$ cat config.mk
export PLATFORM = sky130hd
export DESIGN_NAME = etpm_top
export DESIGN_NICKNAME = d
export VERILOG_FILES = /design/src/etpm_pkg.sv /design/src/etpm_top.sv
export VERILOG_INCLUDE_DIRS = /design/src /design/src/src
export SDC_FILE = /design/constraint.sdc
export NUM_CORES = 1
export LEC_CHECK = 0
export BUFFER_PORTS_ARGS = -buffer_cell sky130_fd_sc_hd__buf_2
export CORE_MARGIN = 5
export CORE_UTILIZATION = 57
export DETAILED_ROUTE_END_ITERATION = 8
export GPL_TIMING_DRIVEN = 0
export PLACE_DENSITY = 0.85
export SLEW_MARGIN = 20
export SYNTH_ARGS = -nofsm -noshare
export SYNTH_HDL_FRONTEND = slang
export SYNTH_SLANG_ARGS = --single-unit
$ cat constraint.sdc
create_clock -name CLK -period 4.8 [get_ports CLK]
set_clock_uncertainty 0.05 [all_clocks]
set_input_delay 0.24 -clock CLK [delete_from_list [all_inputs] [get_ports CLK]]
set_output_delay 0.24 -clock CLK [all_outputs]
set_load 0.02 [all_outputs]
$ cat src/etpm_params.svh
// Constants of the Ethernet test port monitor core.
// Assumes inclusion by bare name from the package and the top module.
// Summary of operation
// RL1: Endpoint mode only, no pass-through paths
// RL2: Dynamic mode takes server-assigned addresses
// RL3: Static mode uses user source, gateway, mask
// RL4: Reject all-zeros or all-ones IP entries
// RL5: Load selector: off, ping, traffic generation
// RL6: Traffic load rate 1 kbps to 10000
// RL7: Traffic packet length 70 to 1518 bytes
// RL8: Link indicator lit while link detected
// RL9: Receive indicator lit while data arrives
// RL10: Contention indicator lit on collision
// RL11: Sticky collision result flag per test
// RL12: Count frames failing checksum check
// RL13: Count frames under 64 bits
// RL14: Count frames over 1518 bytes
// RL15: Count receive overflows losing data
// RL16: Summary lists faults or reports good
// RL17: Count frames with bit count misaligned
// RL18: Counters clear on start, saturate high
`ifndef ETPM_PARAMS_SVH
`define ETPM_PARAMS_SVH
`define ETPM_IP_ZERO        32'h0000_0000
`define ETPM_IP_ONES        32'hFFFF_FFFF
`define ETPM_RATE_MIN_KBPS  14'h0001
`define ETPM_RATE_MAX_KBPS  14'h2710
`define ETPM_LEN_MIN        11'h046
`define ETPM_LEN_MAX        11'h5EE
`define ETPM_MIN_FRAME_BITS 14'h0040
`define ETPM_CRC_INIT       32'hFFFF_FFFF
`define ETPM_CRC_POLY       32'hEDB8_8320
`define ETPM_CRC_RESIDUE    32'hDEBB_20E3
`define ETPM_FIFO_DEPTH     32
`define ETPM_CNT_WIDTH      16
// Fault vector bit positions
`define ETPM_F_CSUM  0
`define ETPM_F_SHORT 1
`define ETPM_F_LONG  2
`define ETPM_F_OVFL  3
`define ETPM_F_ALIGN 4
`define ETPM_F_COLL  5
`define ETPM_F_CFG   6
`endif

$ cat src/etpm_pkg.sv
// Types shared by the Ethernet test port monitor core.
// Assumes etpm_params.svh is on the include path.
`include "etpm_params.svh"
package etpm_pkg;
  typedef enum logic [1:0] {
    ETPM_LOAD_OFF     = 2'h0,
    ETPM_LOAD_PING    = 2'h1,
    ETPM_LOAD_TRAFFIC = 2'h2
  } etpm_load_t;

  typedef enum logic [2:0] {
    ETPM_ST_IDLE  = 3'b001,
    ETPM_ST_FRAME = 3'b010,
    ETPM_ST_DROP  = 3'b100
  } etpm_state_t;

  // One received byte; extra counts dribble bits after the last byte
  typedef struct packed {
    logic       last;
    logic [2:0] extra;
    logic [7:0] data;
  } etpm_rx_word_t;

  typedef struct packed {
    logic src;
    logic gw;
    logic dest;
    logic sel;
    logic rate;
    logic len;
  } etpm_cfg_err_t;
endpackage : etpm_pkg

$ cat src/etpm_top.sv
// Ethernet test port monitor: settings check, receive frame statistics,
// indicators. Assumes an upstream decoder delivers received bytes on CLK
// and that LINK, CRS and COL pins are asynchronous to CLK.
`timescale 1ns/1ps
`include "etpm_params.svh"

module etpm_fifo #(
  parameter int W     = 12,
  parameter int DEPTH = `ETPM_FIFO_DEPTH
) (
  input  wire logic         clk,
  input  wire logic         reset_n,
  input  wire logic         ce,
  input  wire logic         in_valid,
  output logic              in_ready,
  input  wire logic [W-1:0] in_data,
  output logic              out_valid,
  input  wire logic         out_ready,
  output logic [W-1:0]      out_data
);
  localparam int AW = $clog2(DEPTH);
  logic [W-1:0] mem_r [DEPTH];
  logic [AW-1:0] wr_r;
  logic [AW-1:0] rd_r;
  logic [AW:0]   cnt_r;
  logic          push;
  logic          pop;

  assign in_ready  = (cnt_r != (AW+1)'(DEPTH));
  assign out_valid = (cnt_r != '0);
  assign out_data  = mem_r[rd_r];
  assign push      = in_valid && in_ready;
  assign pop       = out_valid && out_ready;

  always_ff @(posedge clk) begin
    if (ce && push) begin
      mem_r[wr_r] <= in_data;
    end
  end

  always_ff @(posedge clk) begin
    if (!reset_n) begin
      wr_r  <= '0;
      rd_r  <= '0;
      cnt_r <= '0;
    end else if (ce) begin
      if (push) begin
        wr_r <= (wr_r == AW'(DEPTH-1)) ? '0 : wr_r + 1'b1;
      end
      if (pop) begin
        rd_r <= (rd_r == AW'(DEPTH-1)) ? '0 : rd_r + 1'b1;
      end
      cnt_r <= cnt_r + (AW+1)'(push) - (AW+1)'(pop);
    end
  end
endmodule : etpm_fifo

module etpm_top
  import etpm_pkg::*;
#(
  parameter int CW = `ETPM_CNT_WIDTH
) (
  input  wire logic          CLK,
  input  wire logic          RESET_N,
  input  wire logic          CE,
  input  wire logic          TEST_START,
  input  wire logic          ADDR_DYNAMIC,
  input  wire logic [31:0]   SRC_IP,
  input  wire logic [31:0]   GW_IP,
  input  wire logic [31:0]   SUBNET_MASK,
  input  wire logic [31:0]   DEST_IP,
  input  wire logic          DHCP_VALID,
  input  wire logic [31:0]   DHCP_IP,
  input  wire logic [31:0]   DHCP_GW,
  input  wire logic [31:0]   DHCP_MASK,
  input  wire logic [1:0]    LOAD_SEL,
  input  wire logic [13:0]   LOAD_RATE_KBPS,
  input  wire logic [10:0]   PKT_LEN,
  input  wire logic          LINK_PIN,
  input  wire logic          CRS_PIN,
  input  wire logic          COL_PIN,
  input  wire logic          RX_VALID,
  output logic               RX_READY,
  input  wire logic [7:0]    RX_DATA,
  input  wire logic          RX_LAST,
  input  wire logic [2:0]    RX_EXTRA_BITS,
  input  wire logic          RX_HOLD,
  output logic [31:0]        ACTIVE_SRC_IP,
  output logic [31:0]        ACTIVE_GW_IP,
  output logic [31:0]        ACTIVE_MASK,
  output logic [5:0]         CFG_ERR,
  output logic               CFG_OK,
  output logic [1:0]         LOAD_MODE,
  output logic               LED_LINK,
  output logic               LED_RX,
  output logic               CONTENTION_INDICATOR,
  output logic               COLLISION_FLAG,
  output logic [CW-1:0]      CHECKSUM_FAIL_FRAME_COUNT,
  output logic [CW-1:0]      UNDERSIZE_COUNT,
  output logic [CW-1:0]      OVERSIZE_COUNT,
  output logic [CW-1:0]      OVERFLOW_COUNT,
  output logic [CW-1:0]      ALIGN_ERR_COUNT,
  output logic [6:0]         SUMMARY_FAULTS,
  output logic               ALL_GOOD
);
  function automatic logic bad_ip(input logic [31:0] ip);
    return (ip == `ETPM_IP_ZERO) || (ip == `ETPM_IP_ONES);
  endfunction : bad_ip

  function automatic logic [CW-1:0] sat_inc(input logic [CW-1:0] v);
    return (v == '1) ? v : v + 1'b1; // RL18
  endfunction : sat_inc

  function automatic logic [31:0] crc_byte(input logic [31:0] c,
                                           input logic [7:0]  d);
    logic [31:0] r;
    r = c ^ {24'h00_0000, d};
    for (int i = 0; i < 8; i++) begin
      r = r[0] ? ((r >> 1) ^ `ETPM_CRC_POLY) : (r >> 1);
    end
    return r;
  endfunction : crc_byte

  // Pin synchronisers; a level is taken once stages two and three agree
  logic [2:0] link_s_r, crs_s_r, col_s_r;
  logic       link_r, crs_r, col_r;

  always_ff @(posedge CLK) begin
    if (!RESET_N) begin
      link_s_r <= 3'h0;
      crs_s_r  <= 3'h0;
      col_s_r  <= 3'h0;
      link_r   <= 1'b0;
      crs_r    <= 1'b0;
      col_r    <= 1'b0;
    end else if (CE) begin
      link_s_r <= {link_s_r[1:0], LINK_PIN};
      crs_s_r  <= {crs_s_r[1:0], CRS_PIN};
      col_s_r  <= {col_s_r[1:0], COL_PIN};
      if (link_s_r[1] == link_s_r[2]) link_r <= link_s_r[2];
      if (crs_s_r[1] == crs_s_r[2])   crs_r  <= crs_s_r[2];
      if (col_s_r[1] == col_s_r[2])   col_r  <= col_s_r[2];
    end
  end

  // Settings check and effective addressing
  etpm_cfg_err_t err_nxt;
  logic [1:0]    load_nxt;

  always_comb begin
    err_nxt      = '0;
    err_nxt.src  = !ADDR_DYNAMIC && bad_ip(SRC_IP); // RL4
    err_nxt.gw   = !ADDR_DYNAMIC && bad_ip(GW_IP); // RL4
    err_nxt.dest = (LOAD_SEL != ETPM_LOAD_OFF) && bad_ip(DEST_IP); // RL4
    err_nxt.sel  = (LOAD_SEL != ETPM_LOAD_OFF) &&
                   (LOAD_SEL != ETPM_LOAD_PING) &&
                   (LOAD_SEL != ETPM_LOAD_TRAFFIC); // RL5
    err_nxt.rate = (LOAD_SEL == ETPM_LOAD_TRAFFIC) &&
                   ((LOAD_RATE_KBPS < `ETPM_RATE_MIN_KBPS) ||
                    (LOAD_RATE_KBPS > `ETPM_RATE_MAX_KBPS)); // RL6
    err_nxt.len  = (LOAD_SEL == ETPM_LOAD_TRAFFIC) &&
                   ((PKT_LEN < `ETPM_LEN_MIN) ||
                    (PKT_LEN > `ETPM_LEN_MAX)); // RL7
    // Invalid settings hold the transmitter off rather than send junk
    load_nxt = (err_nxt != '0) ? ETPM_LOAD_OFF : LOAD_SEL; // RL5
  end

  always_ff @(posedge CLK) begin
    if (!RESET_N) begin
      CFG_ERR   <= '0;
      CFG_OK    <= 1'b0;
      LOAD_MODE <= ETPM_LOAD_OFF;
    end else if (CE) begin
      CFG_ERR   <= err_nxt;
      CFG_OK    <= (err_nxt == '0);
      LOAD_MODE <= load_nxt;
    end
  end

  always_ff @(posedge CLK) begin
    if (!RESET_N) begin
      ACTIVE_SRC_IP <= `ETPM_IP_ZERO;
      ACTIVE_GW_IP  <= `ETPM_IP_ZERO;
      ACTIVE_MASK   <= `ETPM_IP_ZERO;
    end else if (CE) begin
      if (ADDR_DYNAMIC) begin
        // Keeps the previous address (zero after reset) until the server answers
        if (DHCP_VALID) begin
          ACTIVE_SRC_IP <= DHCP_IP; // RL2
          ACTIVE_GW_IP  <= DHCP_GW; // RL2
          ACTIVE_MASK   <= DHCP_MASK; // RL2
        end
      end else begin
        ACTIVE_SRC_IP <= SRC_IP; // RL3
        ACTIVE_GW_IP  <= GW_IP; // RL3
        ACTIVE_MASK   <= SUBNET_MASK; // RL3
      end
    end
  end

  // Receive buffer; overflow when the upstream offers a byte we cannot take
  etpm_rx_word_t in_w, out_w;
  logic          in_rdy, out_vld, pop;

  assign in_w = '{last: RX_LAST, extra: RX_EXTRA_BITS, data: RX_DATA};
  assign pop  = out_vld && !RX_HOLD;

  etpm_fifo #(
    .W     ($bits(etpm_rx_word_t)),
    .DEPTH (`ETPM_FIFO_DEPTH)
  ) u_fifo (
    .clk       (CLK),
    .reset_n   (RESET_N),
    .ce        (CE),
    .in_valid  (RX_VALID),
    .in_ready  (in_rdy),
    .in_data   (in_w),
    .out_valid (out_vld),
    .out_ready (!RX_HOLD),
    .out_data  (out_w)
  );

  // Frames end here; nothing is forwarded or looped back
  etpm_state_t st_r;
  logic [31:0] crc_r, crc_nxt;
  logic [10:0] len_r;
  logic [14:0] bits_nxt;
  logic        ovfl_ev;
  logic        first_byte_lost;

  assign ovfl_ev         = RX_VALID && !in_rdy; // RL15
  assign crc_nxt         = crc_byte(crc_r, out_w.data);
  // Wide enough that a saturated length cannot wrap into a short frame
  assign bits_nxt        = {1'b0, len_r, 3'h0} + 15'h0008 + 15'(out_w.extra);
  assign first_byte_lost = ovfl_ev && RX_LAST;

  always_ff @(posedge CLK) begin
    if (!RESET_N) begin
      st_r  <= ETPM_ST_IDLE;
      crc_r <= `ETPM_CRC_INIT;
      len_r <= '0;
    end else if (CE && pop) begin
      case (st_r) // RL1
        ETPM_ST_IDLE, ETPM_ST_FRAME: begin
          crc_r <= out_w.last ? `ETPM_CRC_INIT : crc_nxt;
          len_r <= out_w.last ? '0 : ((len_r == '1) ? len_r
                                                    : len_r + 1'b1);
          st_r  <= out_w.last ? ETPM_ST_IDLE : ETPM_ST_FRAME;
        end
        default: begin
          crc_r <= `ETPM_CRC_INIT;
          len_r <= '0;
          st_r  <= ETPM_ST_IDLE;
        end
      endcase
    end
  end

  logic fr_end, fr_csum, fr_short, fr_long, fr_align;

  assign fr_end   = CE && pop && out_w.last;
  assign fr_csum  = fr_end && (crc_nxt != `ETPM_CRC_RESIDUE);
  assign fr_short = fr_end && (bits_nxt < `ETPM_MIN_FRAME_BITS);
  assign fr_long  = fr_end && (len_r >= `ETPM_LEN_MAX);
  assign fr_align = fr_end && (out_w.extra != 3'h0);

  always_ff @(posedge CLK) begin
    if (!RESET_N || (CE && TEST_START)) begin
      CHECKSUM_FAIL_FRAME_COUNT <= '0; // RL18
      UNDERSIZE_COUNT           <= '0;
      OVERSIZE_COUNT            <= '0;
      OVERFLOW_COUNT            <= '0;
      ALIGN_ERR_COUNT           <= '0;
    end else if (CE) begin
      if (fr_csum)
        CHECKSUM_FAIL_FRAME_COUNT <= sat_inc(CHECKSUM_FAIL_FRAME_COUNT); // RL12
      if (fr_short) UNDERSIZE_COUNT <= sat_inc(UNDERSIZE_COUNT); // RL13
      if (fr_long)  OVERSIZE_COUNT  <= sat_inc(OVERSIZE_COUNT); // RL14
      if (ovfl_ev)  OVERFLOW_COUNT  <= sat_inc(OVERFLOW_COUNT); // RL15
      if (fr_align) ALIGN_ERR_COUNT <= sat_inc(ALIGN_ERR_COUNT); // RL17
    end
  end

  // A collision in the clearing cycle still counts: set beats clear
  always_ff @(posedge CLK) begin
    if (!RESET_N) begin
      COLLISION_FLAG <= 1'b0;
    end else if (CE) begin
      if (col_r)           COLLISION_FLAG <= 1'b1; // RL11
      else if (TEST_START) COLLISION_FLAG <= 1'b0; // RL18
    end
  end

  always_ff @(posedge CLK) begin
    if (!RESET_N) begin
      LED_LINK             <= 1'b0;
      LED_RX               <= 1'b0;
      CONTENTION_INDICATOR <= 1'b0;
      RX_READY             <= 1'b0;
    end else if (CE) begin
      LED_LINK             <= link_r; // RL8
      LED_RX               <= crs_r || (st_r == ETPM_ST_FRAME); // RL9
      CONTENTION_INDICATOR <= col_r; // RL10
      RX_READY             <= in_rdy && !first_byte_lost;
    end
  end

  // Summary: one bit per out-of-spec result, good only when all clear
  logic [6:0] flt_nxt;

  always_comb begin
    flt_nxt                = '0;
    flt_nxt[`ETPM_F_CSUM]  = (CHECKSUM_FAIL_FRAME_COUNT != '0);
    flt_nxt[`ETPM_F_SHORT] = (UNDERSIZE_COUNT != '0);
    flt_nxt[`ETPM_F_LONG]  = (OVERSIZE_COUNT != '0);
    flt_nxt[`ETPM_F_OVFL]  = (OVERFLOW_COUNT != '0);
    flt_nxt[`ETPM_F_ALIGN] = (ALIGN_ERR_COUNT != '0);
    flt_nxt[`ETPM_F_COLL]  = COLLISION_FLAG;
    flt_nxt[`ETPM_F_CFG]   = !CFG_OK;
  end

  always_ff @(posedge CLK) begin
    if (!RESET_N) begin
      SUMMARY_FAULTS <= '0;
      ALL_GOOD       <= 1'b0;
    end else if (CE) begin
      SUMMARY_FAULTS <= flt_nxt; // RL16
      ALL_GOOD       <= (flt_nxt == '0); // RL16
    end
  end
endmodule : etpm_top

==> impl_metrics.csv, run 1 <==
group,metric,value,unit
outcome,status,"complete, no violations",
layout,fin_nets,3435,
synthesis,yosys-top-cells-count,"384 x edfxtp_1, 276 x dfxtp_1, 250 x mux2i_1, 217 x nand2_1, 124 x nor2_1",
min_path,min_path_cells,4,
drt,initialDrtViolationCount,2892,
synthesis,yosys.area_share.simple,12.9,%
timing,holdWs,33.3,ps
placed_design,dp.cells,3538,
timing,period_share,97.8,%
power,power_frac_seq,42.5,%
clocking,clk_path_buf_depth,3,
critical_path,crit_top_cell,"buf_6",
drt,drt.antenna.violating_nets,0,
layout,final_cells,3860,
drt,wl_met2,46.1,mm
synthesis,syn-instance-count,2378,
critical_path,crit_chain,"buf_12, buf_12, buf_16, buf_8, mux2i_1, a22oi_1, nand3_1, nand4_1, xor2_1, buf_6, xor2_1, or3b_1, a222oi_1, o2111ai_2, nor4_4, buf_6, buf_6, o31ai_1, a21oi_1",
clocking,numCtsBuffers,69,
critical_path,crit_required,5260,ps
synthesis,syn_nets,2683,
synthesis,yosysSeqAreaShare,58.9,%
critical_path,critPathKind,"reg2reg",
synthesis,yosysMostFrequentCell,"edfxtp_1",
power,total_power,14800,µW
clocking,cts_num_sinks,660,
flow_run,maxCapViolCount,0,
clocking,clk-insertion-delay-late,620,ps
layout,fin_area,36900,µm²
critical_path,r2r_slack,100,ps
min_path,min_path_type,"in2reg",
timing,fin_crit,4700,ps
drt,top_layer,"met5",
power,power_leakage,0.0147,µW
clocking,cts_tree,"done",
synthesis,ys_async_sr_fraction,0,%
placed_design,gp_congestion,1.00,
power,combPwrFrac,22.3,%
clocking,clk_root_buffer_cell,"clkbuf_16",
drt,wl_per_cell,25.3,µm
clocking,htreeDepth,3,
critical_path,critPathBufInv,7,
global_routing,grt_max_degree,33,
drt,vias,24200,
power,internal-power,10600,µW
min_path,min_delay_worst_endpoint,"ACTIVE_MASK[18]",
power,p_sw_share,28.6,%
power,vdd_drop_max,0.284,mV
drt,drt-pass1-iter-count,6,
placed_design,io_buffers,470,
timing,worstMarginPinSlew,1100,ps
drt,route.detailed.drc,0,
floorplan,rows,82,
floorplan,die_h,235,µm
synthesis,synth.distinct_cells,73,
critical_path,crit_arrival,5160,ps
power,p_per_area,401,nW/µm²
critical_path,rr_endpoint,"CHECKSUM_FAIL_FRAME_COUNT[10]",
critical_path,crit_path_top_delay_cell,"or3b_1",
floorplan,start_util,57.6,%
synthesis,synth_mux_area_share,9.45,%
global_routing,grt_pass1_vias,24100,
min_path,hp-start,"SUBNET_MASK[18]",
power,power.switching,4240,µW
critical_path,cp_top_family,"simple AND/OR/NAND/NOR gates",
drt,wl,97.8,mm
timing,drv_slew,0,
synthesis,yosys.area.top_type_share,39.8,%
synthesis,yosysTopAreaCell,"edfxtp_1",
floorplan,die_w,235,µm
global_routing,grt_overflow_total,0,
critical_path,cpPeakStageDelay,430,ps
clocking,clkTransAtPathRegs,60,ps
drt,vias_per_cell,6.26,
placed_design,place_area,32500,µm²
power,clkPwrFrac,35.2,%
synthesis,synth_compound_area_share,9.98,%
placed_design,detailed_place_hpwl,67.3,mm
synthesis,ys_top_cells_by_area,"edfxtp_1 40%, dfxtp_1 19%, mux2i_1 8.6%, o211a_1 3.7%, nand2_1 2.8%",
timing,setup_viol,0,
floorplan,core_area,50300,µm²
layout,synthToLayoutAreaGrowth,27.3,%
synthesis,synth_edf_count,384,
critical_path,crit_path_end_kind,"flip-flop",
drt,met1_length,35.2,mm
synthesis,synthFlopType,"edfxtp_1",
floorplan,dieArea,55400,µm²
critical_path,cp-start-kind,"flip-flop",
timing,final-hold-violation-count,0,
synthesis,yosys_warnings,0,
timing,max_slew_margin,26.1,%
synthesis,ys_seq_elements,660,
layout,drive_above_1_share,22.7,%
synthesis,synth_xor_area_share,4.61,%
synthesis,yosys.area_share.adder,1.36,%
synthesis,synth_top_family_by_area,"simple AND/OR/NAND/NOR gates",
critical_path,ff2ff_path_depth,19,
synthesis,syn_area_per_cell,12.2,µm²
drt,routed-wl-met3,10.1,mm
layout,nFillCells,3205,
timing,max_freq,213,MHz
global_routing,antenna_found_initial,9,
floorplan,io_pins,472,
critical_path,path_max_fanout,10,
global_routing,grt_pass1_wl,144,mm
global_routing,grt_util_all_layers,33.5,%
synthesis,syn_area,29000,µm²
==> cell type report <==
cell class / count / area [µm²] / share of cell area [%]
clock buffer: 83 / 1840 / 4.99
buffer: 127 / 717 / 1.94
sequential: 660 / 17100 / 46.2
antenna: 6 / 15.0 / 0.0407
multi-input combinational: 1541 / 11300 / 30.7
timing repair buffer: 684 / 4570 / 12.4
inverter: 47 / 176 / 0.478
clock inverter: 40 / 354 / 0.960
tap: 672 / 841 / 2.28
==> logic make-up after synthesis <==
group,Yosys count
flip-flops,660
XOR/XNOR,125
buffers and inverters,177
AO/OA/AOI/OAI,397
adder cells (fa/ha/maj),31
AND/OR/NAND/NOR,727
multiplexers,261
==> power groups by stage <==
stage | Sequential, µW | Combinational, µW | Clock (µW)
after floorplan | 6460 | 1910 | 0
after global placement | 6390 | 2710 | 0
after detailed placement | 6400 | 2790 | 0
after CTS | 6280 | 3060 | 5240
after global routing | 6300 | 3490 | 5470
final | 6290 | 3290 | 5210
==> stage by stage <==
stage          worst slack [ps]  util [%]  setup TNS, ps
2_1_floorplan               775         -              0
6_report                    105      73.4              0
3_3_place_gp               -629      64.0         -10520
5_1_grt                   -53.5      73.4          -53.5
4_1_cts                    32.7      72.9              0
3_5_place_dp               -727      64.7         -13090
==> repair_timing <==
item	4_1_cts	5_1_grt
gates cloned	0	0
hold buffers	178	0
setup buffers	6	12
resized for setup	23	34
pin swaps	9	14
endpoints found under the hold margin	97	0
endpoints found under the setup margin	59	19
==> worst reg2reg max path, delay by kind of cell (launching register included) <==
family,cells,cell delay [ps]
XOR/XNOR,2,470
flip-flops,1,350
multiplexers,1,250
AO/OA/AOI/OAI,5,1070
AND/OR/NAND/NOR,4,1240
buffers and inverters,7,1180
==> metal layers <==
layer / vias up / global-route usage (%)
met5: - / 0
met3: 396 / 8.35
met1: 11700 / 40.9
li1: 10400 / -
met2: 1628 / 55.1
met4: 6 / 18.1
==> worst max path at each step <==
| stage | start | endpoint | slack (ps) | cells past startpoint |
|---|---|---|---|---|
| after CTS | flip-flop | CHECKSUM_FAIL_FRAME_COUNT[10] | 30 | 18 |
| final | flip-flop | CHECKSUM_FAIL_FRAME_COUNT[10] | 100 | 19 |
| after floorplan | flip-flop | len_r[4] | 770 | 17 |
| after detailed placement | flip-flop | CHECKSUM_FAIL_FRAME_COUNT[10] | -730 | 18 |
| after global placement | flip-flop | CHECKSUM_FAIL_FRAME_COUNT[12] | -630 | 18 |
| after global routing | flip-flop | CHECKSUM_FAIL_FRAME_COUNT[10] | -50 | 19 |
==> sequential cells by signal, summed over array words and instances, names as in the netlist, 6 cells and up, named ones only <==
register                   flops
ACTIVE_GW_IP                  32
ACTIVE_MASK                   32
u_fifo.cnt_r                   6
crc_r                         32
UNDERSIZE_COUNT               16
OVERSIZE_COUNT                16
OVERFLOW_COUNT                16
u_fifo.mem_r                 384
ACTIVE_SRC_IP                 32
CHECKSUM_FAIL_FRAME_COUNT     16
ALIGN_ERR_COUNT               16
len_r                         11
CFG_ERR                        6
SUMMARY_FAULTS                 7
==> layout by cell type, fill, tap and decap left out, drive strengths merged, types with 50 or more instances in the layout <==
cell type / instances
nor2: 125
buf: 539
inv: 52
a22oi: 52
nand3: 58
a21oi: 95
clkbuf: 177
dfxtp: 276
xnor2: 69
o211a: 106
o21ai: 50
edfxtp: 384
dlygate4sd3: 178
mux2i: 250
xor2: 50
nand2: 217
nor4: 63
nand4: 60
No activity file was read; power rests on OpenSTA's default activity.
==> run 2, diff against run 1 <==
--- a/config.mk
+++ b/config.mk
@@ -8,10 +8,11 @@
 export LEC_CHECK = 0
 export BUFFER_PORTS_ARGS = -buffer_cell sky130_fd_sc_hd__buf_2
 export CORE_MARGIN = 5
-export CORE_UTILIZATION = 57
+export CORE_UTILIZATION = 61
 export DETAILED_ROUTE_END_ITERATION = 8
 export GPL_TIMING_DRIVEN = 0
-export PLACE_DENSITY = 0.85
+export PLACE_DENSITY = 0.9
+export RECOVER_POWER = 50
 export SLEW_MARGIN = 20
 export SYNTH_ARGS = -nofsm -noshare
 export SYNTH_HDL_FRONTEND = slang
==> constraint.sdc (replaced) <==
create_clock -name CLK -period 6.08 [get_ports CLK]
set_clock_uncertainty 0.05 [all_clocks]
set_input_delay 0.304 -clock CLK [delete_from_list [all_inputs] [get_ports CLK]]
set_output_delay 0.304 -clock CLK [all_outputs]
set_load 0.02 [all_outputs]
==> run 2 against run 1 <==
Effect of this change: count of clock-buffer cells in the layout increased by 11; clock power fell by 23%; non-clock buffer count fell by 172; critical endpoint is now CHECKSUM_FAIL_FRAME_COUNT[9]; highest routed layer unchanged.
==> impl_metrics.csv, run 2 (synthesis gave the netlist of run 1 again) <==
group,metric,value,unit
outcome,status,"complete, no violations",
placed_design,gp_congestion,1.03,
power,p_sw_share,28.1,%
floorplan,core_area,46800,µm²
drt,drt.antenna.violating_nets,0,
timing,drv_slew,0,
critical_path,path_max_fanout,10,
floorplan,start_util,62.0,%
clocking,htreeDepth,3,
layout,layout_commonest_cell,"edfxtp_1",
critical_path,critPathKind,"reg2reg",
min_path,min_path_type,"in2reg",
placed_design,pre_cts_ws,508,ps
floorplan,die_h,228,µm
layout,nFillCells,3015,
floorplan,io_pins,472,
drt,routed-wl-met3,8.65,mm
power,p_per_area,325,nW/µm²
timing,setup_ws,127,ps
timing,max_slew_margin,3.29,%
clocking,cts_num_sinks,660,
layout,drive_above_1_share,15.3,%
global_routing,grt_max_degree,33,
power,combPwrFrac,20.0,%
power,internal-power,8060,µW
power,power.switching,3150,µW
power,power_frac_seq,44.3,%
global_routing,grt_util_all_layers,34.1,%
timing,fin_crit,5950,ps
critical_path,crit_chain,"clkbuf_1, nor2b_1, buf_2, buf_1, a22oi_1, nand3_1, nand4_1, xor2_4, xnor2_2, ha_1, nand3_1, nor4b_1, o2111ai_1, nor4_4, buf_6, buf_6, o31ai_1, a21oi_1",
drt,route.detailed.drc,0,
power,vdd_drop_max,0.266,mV
clocking,clkTransAtPathRegs,60,ps
power,clkPwrFrac,35.7,%
power,power_leakage,0.0129,µW
clocking,ctsResizeCount,0,
global_routing,grt_pass1_vias,23300,
global_routing,antenna_found_initial,10,
placed_design,detailed_place_hpwl,66.2,mm
layout,largest_reg_flops,384,
drt,wl,92.6,mm
clocking,numCtsBuffers,67,
clocking,clk_path_buf_depth,3,
min_path,hp-start,"DHCP_IP[11]",
clocking,cts_setup_buffers,0,
critical_path,crit_required,6550,ps
placed_design,io_buffers,470,
clocking,clk_root_buffer_cell,"clkbuf_16",
critical_path,cp-start-kind,"flip-flop",
critical_path,crit_path_top_delay_cell,"buf_1",
global_routing,grt_overflow_total,0,
timing,holdWs,15.5,ps
drt,initialDrtViolationCount,2694,
drt,vias_per_cell,6.42,
drt,vias,23300,
critical_path,crit_arrival,6420,ps
critical_path,cpPeakStageDelay,550,ps
clocking,clk-insertion-delay-late,620,ps
floorplan,die_w,228,µm
floorplan,dieArea,52000,µm²
flow_run,maxCapViolCount,0,
critical_path,crit_path_end_kind,"flip-flop",
global_routing,grt_pass1_wl,138,mm
timing,final-hold-violation-count,0,
layout,fin_nets,3261,
timing,setup_viol,0,
drt,wl_met2,44.7,mm
drt,wl_per_cell,25.5,µm
drt,met1_length,33.1,mm
timing,fin_tns_setup,0,ps
layout,top_register,"u_fifo.mem_r",
timing,rsz0062_at_grt,"false",
timing,max_freq,168,MHz
drt,top_layer,"met5",
floorplan,rows,79,
layout,synthToLayoutAreaGrowth,18.9,%
drt,drt-pass1-iter-count,8,
timing,worstMarginPinSlew,1450,ps
clocking,cts_tree,"done",
timing,period_share,97.9,%
layout,final_cell_mix,"384 x edfxtp_1, 325 x clkbuf_1, 276 x dfxtp_1",
==> run 2: cell types whose count changed in the layout (fill, tap and decap cells not counted), sizes merged <==
cell         change
dlygate4sd3    -152
buf            -232
clkinvlp         +1
clkinv          -11
bufinv           -1
clkbuf         +223
==> run 2: final timing paths <==
kind	end	slack, ps	cells after the start
min	ACTIVE_SRC_IP[11]	20	4
min reg2reg	crs_r	420	2
max	CHECKSUM_FAIL_FRAME_COUNT[9]	130	18
max reg2reg	CHECKSUM_FAIL_FRAME_COUNT[9]	130	18
==> run 2: stage by stage <==
stage	area [µm²]	cells	power, µW	util (%)
floorplan	29000	2378	6600	-
global placement	32100	3455	7150	68.6
detailed placement	32300	3468	7230	69.1
CTS	34700	3617	11200	74.2
global route	34400	3621	11600	73.7
finish	34400	3623	11200	73.7
==> run 2: power groups by stage <==
stage               Clock [µW]  Sequential, µW  Combinational [µW]
global route              4220            4970                2400
floorplan                    0            5100                1500
finish                    4000            4960                2250
global placement             0            5040                2120
CTS                       4010            4950                2230
detailed placement           0            5050                2190
==> run 2: timing repair <==
item,CTS,global route
endpoints found under the hold margin,25,0
endpoints found under the setup margin,0,0
hold buffers,26,0
==> run 2: per-layer routing <==
metal / vias up / global-route usage, %
met5: - / 0
met4: 6 / 18.8
met3: 355 / 7.54
met2: 1584 / 57.3
met1: 11200 / 41.1
li1: 10100 / -
==> run 2: final cells by class <==
type	instances	area [µm²]	area share (%)
multi-input cells	1541	11200	32.5
repair buffers	509	2500	7.27
clock buffers	94	1880	5.46
well taps	607	759	2.20
inverters	47	176	0.512
plain buffers	130	646	1.87
flip-flops and latches	660	17100	49.5
clock inverters	29	230	0.668
diodes	6	15.0	0.0436
==> run 2: critical path, delay by kind of cell (launching register included) <==
kind	cells	cell delay, ps
flip-flops	1	310
buffers and inverters	5	1700
XOR/XNOR	2	850
adder cells (fa/ha/maj)	1	240
AO/OA/AOI/OAI	4	820
AND/OR/NAND/NOR	6	1870
